$ cat config.mk
export PLATFORM = sky130hd
export DESIGN_NAME = mem_pad_ctrl
export DESIGN_NICKNAME = d
export VERILOG_FILES = /design/src/mem_pad_pkg.sv /design/src/strap_capture.sv /design/src/mem_pad_ctrl.sv
export SDC_FILE = /design/constraint.sdc
export NUM_CORES = 1
export LEC_CHECK = 0
export BUFFER_PORTS_ARGS = -buffer_cell sky130_fd_sc_hd__buf_4
export CORE_MARGIN = 2
export CORE_UTILIZATION = 25
export CTS_CLUSTER_SIZE = 25
export DETAILED_ROUTE_END_ITERATION = 10
export SLEW_MARGIN = 20
export SYNTH_ARGS = -nofsm -noshare
export SYNTH_HDL_FRONTEND = slang
export SYNTH_SLANG_ARGS = --single-unit
$ cat constraint.sdc
create_clock -name clk -period 9.3 [get_ports clk]
set_clock_uncertainty 0.2 [all_clocks]
set_input_delay 0.465 -clock clk [delete_from_list [all_inputs] [get_ports clk]]
set_output_delay 0.465 -clock clk [all_outputs]
set_load 0.05 [all_outputs]
$ cat src/mem_pad_pkg.sv
// constants for the memory pad-state controller
// What this block does
// suspend with cas-before-ras refresh: strobes keep being driven from the refresh logic
// suspend with self-refresh: every enabled strobe is driven low
// suspend with dram powered down: strobes and write enable float with pulldowns
// shared upper strobes get suspend treatment only when enabled as strobes
// dram kept powered in suspend: write enable driven high
// low data pins pulled down while input, pulldown off while driving
// top address line floats with pulldown in suspend, any dram mode
// during reset the five low address pins are inputs with pulldowns
// all straps low means non-test, 8-bit boot rom on first select, buffers off
// strap pulldowns switch off once reset has ended
// in suspend, straps sampled low get their pulldown back
// in suspend, straps sampled high float without pulldown; the code keeps the test strap (bit 4) pulled down in suspend
// board fits pullups on straps needing a non-default value
// address bits four to eleven float with pulldowns in suspend
// rom controls in suspend: driven high, floating, or floating with pulldown
// straps latched at reset release and held until the next reset
package mem_pad_pkg;
  localparam int          ADDR_W         = 4;
  localparam logic [3:0]  CTRL_OFFSET    = 4'h0;
  localparam logic [3:0]  STATUS_OFFSET  = 4'h4;

  // control register fields
  localparam int          CTRL_W         = 7;
  localparam int          CTRL_DRAM_LSB  = 0;
  localparam int          CTRL_ROM_LSB   = 2;
  localparam int          CTRL_HIGH_RAS  = 4;
  localparam int          CTRL_HIGH_CAS  = 5;
  localparam int          CTRL_TOP_ADDR  = 6;
  localparam logic [6:0]  CTRL_RESET     = 7'h00;

  // status register fields
  localparam int          STAT_STRAP_LSB = 0;
  localparam int          STAT_SUSPEND   = 8;
  localparam int          STAT_VALID     = 9;

  // dram suspend handling
  localparam logic [1:0]  DRAM_CBR       = 2'h0;
  localparam logic [1:0]  DRAM_SELF      = 2'h1;
  localparam logic [1:0]  DRAM_OFF       = 2'h2;

  // rom control suspend handling
  localparam logic [1:0]  ROM_DRIVE_HIGH = 2'h0;
  localparam logic [1:0]  ROM_FLOAT      = 2'h1;
  localparam logic [1:0]  ROM_FLOAT_PD   = 2'h2;

  // straps on the low address pins
  localparam int          STRAP_N        = 5;
  localparam int          STRAP_CFG_N    = 4;
  localparam int          STRAP_ROM_LSB  = 0;
  localparam int          STRAP_BOOT_CS  = 2;
  localparam int          STRAP_BUF_EN   = 3;
  localparam int          STRAP_TEST     = 4;
  localparam logic [4:0]  STRAP_RESET    = 5'h00;

  // pad counts and reset values
  localparam int          STROBE_N       = 12;
  localparam int          LOW_ADDR_N     = 12;
  localparam int          DATA_N         = 16;
  localparam int          ROM_N          = 4;
  localparam logic [11:0] STROBE_OUT_RST = 12'h0fff;
  localparam logic [11:0] STROBE_OE_RST  = 12'h0333;
  localparam logic [11:0] ADDR_OE_RST    = 12'h0fe0;
  localparam logic [11:0] ADDR_PD_RST    = 12'h001f;
  localparam logic [3:0]  ROM_OUT_RST    = 4'hf;
endpackage

$ cat src/strap_capture.sv
// strap pin synchroniser and reset-release latch
module strap_capture #(
  parameter int N = mem_pad_pkg::STRAP_N
) (
  input  wire logic         clk,
  input  wire logic         reset,
  input  wire logic [N-1:0] strap_pin_in,
  output logic      [N-1:0] straps,
  output logic              straps_valid
);
  logic [N-1:0] sync1;
  logic [N-1:0] sync2;

  // no reset here so the pins are sampled while reset is held
  always_ff @(posedge clk)
  begin
    sync1 <= strap_pin_in;
    sync2 <= sync1;
  end

  always_ff @(posedge clk or posedge reset)
  begin
    if (reset)
    begin
      straps       <= mem_pad_pkg::STRAP_RESET;
      straps_valid <= 1'b0;
    end
    else if (!straps_valid)
    begin
      straps       <= sync2;
      straps_valid <= 1'b1;
    end
  end
endmodule

$ cat src/mem_pad_ctrl.sv
// memory interface pad-state controller with avalon register slave
module mem_pad_ctrl (
  input  wire logic        clk,
  input  wire logic        reset,
  // avalon-mm slave
  input  wire logic [3:0]  avs_address,
  input  wire logic        avs_read,
  input  wire logic        avs_write,
  input  wire logic [31:0] avs_writedata,
  output logic      [31:0] avs_readdata,
  output logic             avs_waitrequest,
  // power manager, same clock
  input  wire logic        suspend,
  // memory controller side, same clock
  input  wire logic [11:0] strobe_n_in,
  input  wire logic        write_enable_n_in,
  input  wire logic [12:0] mem_addr_in,
  input  wire logic [15:0] data_wr_in,
  input  wire logic        data_drive_in,
  input  wire logic [3:0]  rom_ctl_n_in,
  output logic      [15:0] data_rd,
  // pads
  output logic      [11:0] strobe_n_out,
  output logic      [11:0] strobe_oe,
  output logic      [11:0] strobe_pd,
  output logic             dram_write_enable_n,
  output logic             dram_write_enable_oe,
  output logic             dram_write_enable_pd,
  output logic      [11:0] mem_addr_out,
  output logic      [11:0] mem_addr_oe,
  output logic      [11:0] mem_addr_pd,
  input  wire logic [4:0]  strap_pin_in,
  output logic             top_mem_addr_line,
  output logic             top_mem_addr_line_oe,
  output logic             top_mem_addr_line_pd,
  output logic      [15:0] data_out,
  output logic             data_oe,
  output logic             data_pd,
  input  wire logic [15:0] data_pin_in,
  output logic      [3:0]  rom_ctl_n_out,
  output logic             rom_ctl_oe,
  output logic             rom_ctl_pd,
  // latched straps
  output logic      [4:0]  straps,
  output logic             straps_valid
);
  logic [6:0]  ctrl;
  logic [15:0] data_sync1;
  logic [15:0] data_sync2;

  strap_capture #(
    .N (mem_pad_pkg::STRAP_N)
  ) u_straps (
    .clk          (clk),
    .reset        (reset),
    .strap_pin_in (strap_pin_in),
    .straps       (straps),
    .straps_valid (straps_valid)
  );

  // register decode
  wire        sel_ctrl    = avs_address == mem_pad_pkg::CTRL_OFFSET;
  wire        sel_status  = avs_address == mem_pad_pkg::STATUS_OFFSET;
  wire        wr_take     = avs_write && !avs_waitrequest;
  wire        req_new     = (avs_read || avs_write) && avs_waitrequest;
  wire [31:0] status_word = {22'h00_0000, straps_valid, suspend, 3'h0, straps};
  wire [31:0] next_readdata = sel_ctrl ? {25'h000_0000, ctrl} : (sel_status ? status_word : 32'h0000_0000);

  wire [1:0]  dram_mode   = ctrl[mem_pad_pkg::CTRL_DRAM_LSB +: 2];
  wire [1:0]  rom_mode    = ctrl[mem_pad_pkg::CTRL_ROM_LSB +: 2];
  wire        high_ras    = ctrl[mem_pad_pkg::CTRL_HIGH_RAS];
  wire        high_cas    = ctrl[mem_pad_pkg::CTRL_HIGH_CAS];
  wire        dram_self   = dram_mode == mem_pad_pkg::DRAM_SELF;
  // unused code 3 is treated as powered down, the safe choice for the dram
  wire        dram_off    = dram_mode == mem_pad_pkg::DRAM_OFF || dram_mode == 2'h3;
  wire        susp_off    = suspend && dram_off;
  wire        susp_self   = suspend && dram_self;

  // strobe layout: [3:0] row, [7:4] column high, [11:8] column low; bits 3:2 of each shared
  wire [11:0] strobe_en   = {high_cas, high_cas, 2'b11, high_cas, high_cas, 2'b11, high_ras, high_ras, 2'b11};

  logic [11:0] next_strobe_out;
  logic [11:0] next_strobe_oe;
  logic [11:0] next_strobe_pd;
  logic [11:0] next_addr_oe;
  logic [11:0] next_addr_pd;

  genvar i;
  generate
    for (i = 0; i < mem_pad_pkg::STROBE_N; i++)
    begin : g_strobe
      // a shared pin not enabled as a strobe is left to its other function
      assign next_strobe_oe[i]  = strobe_en[i] && !susp_off;
      assign next_strobe_pd[i]  = strobe_en[i] && susp_off;
      assign next_strobe_out[i] = susp_self ? 1'b0 : strobe_n_in[i];
    end
    for (i = 0; i < mem_pad_pkg::LOW_ADDR_N; i++)
    begin : g_addr
      if (i < mem_pad_pkg::STRAP_CFG_N)
      begin : g_cfg
        assign next_addr_oe[i] = !suspend && straps_valid;
        assign next_addr_pd[i] = suspend ? !straps[i] : !straps_valid;
      end
      else if (i < mem_pad_pkg::STRAP_N)
      begin : g_test
        assign next_addr_oe[i] = !suspend && straps_valid;
        assign next_addr_pd[i] = suspend || !straps_valid;
      end
      else
      begin : g_plain
        assign next_addr_oe[i] = !suspend;
        assign next_addr_pd[i] = suspend;
      end
    end
  endgenerate

  wire        next_we_oe   = !susp_off;
  wire        next_we_pd   = susp_off;
  wire        next_we_n    = suspend ? 1'b1 : write_enable_n_in;
  wire        next_top_oe  = !suspend && ctrl[mem_pad_pkg::CTRL_TOP_ADDR];
  wire        next_top_pd  = suspend;
  wire        next_data_oe = data_drive_in && !suspend;
  wire        next_data_pd = !next_data_oe;
  wire        rom_float    = suspend && rom_mode != mem_pad_pkg::ROM_DRIVE_HIGH;
  wire        next_rom_pd  = rom_float && rom_mode != mem_pad_pkg::ROM_FLOAT;
  wire [3:0]  next_rom_out = suspend ? 4'hf : rom_ctl_n_in;

  // register slave: one wait-free cycle per request
  always_ff @(posedge clk or posedge reset)
  begin
    if (reset)
    begin
      avs_waitrequest <= 1'b1;
      avs_readdata    <= 32'h0000_0000;
      ctrl            <= mem_pad_pkg::CTRL_RESET;
    end
    else
    begin
      avs_waitrequest <= !req_new;
      if (avs_read && avs_waitrequest)
        avs_readdata <= next_readdata;
      if (wr_take && sel_ctrl)
        ctrl <= avs_writedata[6:0];
    end
  end

  always_ff @(posedge clk)
  begin
    data_sync1 <= data_pin_in;
    data_sync2 <= data_sync1;
  end

  // pad state; reset values hold the pin states seen while reset is applied
  always_ff @(posedge clk or posedge reset)
  begin
    if (reset)
    begin
      strobe_n_out         <= mem_pad_pkg::STROBE_OUT_RST;
      strobe_oe            <= mem_pad_pkg::STROBE_OE_RST;
      strobe_pd            <= 12'h000;
      dram_write_enable_n  <= 1'b1;
      dram_write_enable_oe <= 1'b1;
      dram_write_enable_pd <= 1'b0;
      mem_addr_out         <= 12'h000;
      mem_addr_oe          <= mem_pad_pkg::ADDR_OE_RST;
      mem_addr_pd          <= mem_pad_pkg::ADDR_PD_RST;
      top_mem_addr_line    <= 1'b0;
      top_mem_addr_line_oe <= 1'b0;
      top_mem_addr_line_pd <= 1'b0;
      data_out             <= 16'h0000;
      data_oe              <= 1'b0;
      data_pd              <= 1'b1;
      data_rd              <= 16'h0000;
      rom_ctl_n_out        <= mem_pad_pkg::ROM_OUT_RST;
      rom_ctl_oe           <= 1'b1;
      rom_ctl_pd           <= 1'b0;
    end
    else
    begin
      strobe_n_out         <= next_strobe_out;
      strobe_oe            <= next_strobe_oe;
      strobe_pd            <= next_strobe_pd;
      dram_write_enable_n  <= next_we_n;
      dram_write_enable_oe <= next_we_oe;
      dram_write_enable_pd <= next_we_pd;
      mem_addr_out         <= mem_addr_in[11:0];
      mem_addr_oe          <= next_addr_oe;
      mem_addr_pd          <= next_addr_pd;
      top_mem_addr_line    <= mem_addr_in[12];
      top_mem_addr_line_oe <= next_top_oe;
      top_mem_addr_line_pd <= next_top_pd;
      data_out             <= data_wr_in;
      data_oe              <= next_data_oe;
      data_pd              <= next_data_pd;
      data_rd              <= data_sync2;
      rom_ctl_n_out        <= next_rom_out;
      rom_ctl_oe           <= !rom_float;
      rom_ctl_pd           <= next_rom_pd;
    end
  end

  // checks start one edge after release, when the pad registers have left their reset values
  logic        out_of_reset;

  always_ff @(posedge clk or posedge reset)
  begin
    if (reset)
      out_of_reset <= 1'b0;
    else
      out_of_reset <= 1'b1;
  end
endmodule

==> out/results.ini <==
[run_status]
status=finished, final reports clean

[layout]
nNetsFinal=638
drive_gt1_frac=0.548
n_antenna_cell=0
syn_to_final_growth_pct=58.4

[drt]
vias=2885
drc=0
drtAntennaViolNets=0
first_iter_violations=59
avgViaCountPerCell=3.74
wl_per_cell_um=13.6
wirelength_mm=10.5
dr.pass1.iters=4

[timing]
hold_ws_ns=0.0437
period_minus_slack_ns=2.09
worst_pin_slew_ns=0.870
setup_violations=0
slew_violations=0
timing.fmax_ghz=0.480
timing.slew.headroom=0.420
tns_ns=0
rsz0062_at_grt=no
final-hold-violation-count=0
min_period_over_period=0.224

[clock_network]
post_cts_buffers=0
cts_buffer_depth=2
clk_pin_slew_ns=0.06
clk_latency_ns=0.41
cts.sinks=146
cts_max_level=4
cts_buffers=17
cts_root_buffer=clkbuf_16
post_cts_resized=0
cts_tree=built

[floorplanning]
die_h_um=138
io_pins=266
dieArea_um2=19100
die_w_um=138
rows=49
core_um2=17800
start_util=0.252

[synth]
ys_ff_latch=146
yosysTopAreaCell=dfrtp_1
postSynthAreaPerCell_um2=15.8
ys_warn_count=0
async_flop_share=0.712
post-synth-top-count-cell=dfrtp_1
yosysSeqAreaShare=0.773
synth_top_area_share=0.428
syn_area_um2=4500
synth_edf_count=0
synth_cells=284
synthFlopType=dfrtp_1
ys_top_cells_by_count=dfrtp_1 (77), buf_4 (60), dfxtp_1 (42)
synthTopCellsByArea=dfrtp_1 (43%), dfxtp_1 (19%), dfstp_2 (16%), buf_4 (10%), and2_1 (2.8%)
synth_cell_types=24

[place]
dpl.hpwl_mm=7.19
gp_congestion=0.745
io_buffers=217

[global_route]
grt_pass1_vias=3069
grt_max_degree=70
grt_use_total=0.114
antenna_found_initial=0
grt_first_pass_wirelength_mm=16.6
grt-ovfl-total=0

[hold_path]
min_path_type=input pin to flip-flop

[setup_path]
worstPathArrival_ns=2.31
end_kind=asynchronous set/reset pin
criticalPathCategory=input pin to asynchronous set/reset pin
crit_fanout=69
required_ns=9.52
startpoint_type=input pin

[run]
cap_violations=0

[pwr]
p_total_mw=1.69
power.leakage_nw=3.46
power_density_nw_per_um2=237
ir_worst_vdd_mv=0.112

[worst max-delay path, cell delays in order]
cell and delay [ns]:
dlygate4sd3_1 0.55, buf_4 0.15, inv_4 0.32, buf_4 0.75
[layout make-up]
class / instances / area [um^2]
Inverter: 5 / 21.3
Fill cell: 1644 / 10700
Clock buffer: 21 / 482
Tap cell: 229 / 287
Sequential cell: 146 / 3480
Multi-Input combinational cell: 89 / 613
Clock inverter: 11 / 90.1
Timing Repair Buffer: 270 / 2160
[routing by layer]
layer  GRT usage  part of all wire  vias up
li1            -                 -     1316
met1       0.124              0.38     1368
met2       0.184              0.49      184
met3      0.0554              0.11       17
met4      0.0607             0.019        0
met5           0                 0        -
[path summary, 6_finish.rpt]
path,startpoint,to,slack [ns],cells past startpoint
min,avs_read,avs_waitrequest,0.04,2
max reg2reg,avs_waitrequest,avs_readdata[2],7.42,3
max,reset,data_out[4],7.21,4
min reg2reg,data_sync1[5],data_sync2[5],0.13,0
min in group asynchronous,reset,mem_addr_out[2],0.44,3
max in group clk,u_straps.straps_valid,straps_valid,7.37,1
[power by group]
| part | total, mW | switching, mW | internal [mW] |
|---|---|---|---|
| Combinational | 0.333 | 0.225 | 0.108 |
| Clock | 0.645 | 0.268 | 0.377 |
| Sequential | 0.710 | 0.0255 | 0.685 |
[flip-flops by register name (all words and copies together) (netlist names), 4 cells and up]
register and cells:
data_out 16, data_rd 16, data_sync1 16, data_sync2 16
mem_addr_out 12, strobe_n_out 12, avs_readdata 9, ctrl 7
mem_addr_pd 6, u_straps.straps 5, u_straps.sync1 5, u_straps.sync2 5
rom_ctl_n_out 4
[what timing repair did]
action / in CTS / in global routing
hold buffers: 52 / 0
setup endpoints to repair: 0 / 0
hold endpoints to repair: 82 / 0
[cells by family after synthesis]
group | Yosys count | synth area share
other | 2 | 0.00167
DFF | 146 | 0.773
AOI/OAI and AO/OA | 15 | 0.0256
muxes | 12 | 0.0317
buffers and inverters | 71 | 0.110
and+or+nand+nor | 38 | 0.0589
[per-stage QoR]
step	instance area (um^2)	std cells	utilization	setup WS, ns
global placement	6030	687	0.338	7.32
finish	7130	771	0.399	7.21
detailed placement	6030	687	0.338	7.25
floorplan	4580	306	-	5.95
CTS	7130	771	0.399	7.15
global route	7130	771	0.399	6.95
[cell usage in the layout, fill, tap and decap left out, types with 2 or more instances in the layout]
master,n
a21oi_1,4
a221o_1,5
a22o_1,4
and2_1,20
and3_1,3
buf_4,218
clkbuf_16,18
clkbuf_8,2
clkinv_4,2
clkinvlp_4,3
conb_1,24
dfrtp_1,77
dfstp_2,27
dfxtp_1,42
dlygate4sd3_1,52
inv_1,4
inv_4,2
inv_6,5
mux2_2,10
mux2_4,2
nand2_1,3
nor2b_1,2
o21ai_0,2
or2_2,5
Note: power is estimated with default switching activity, not from simulation.
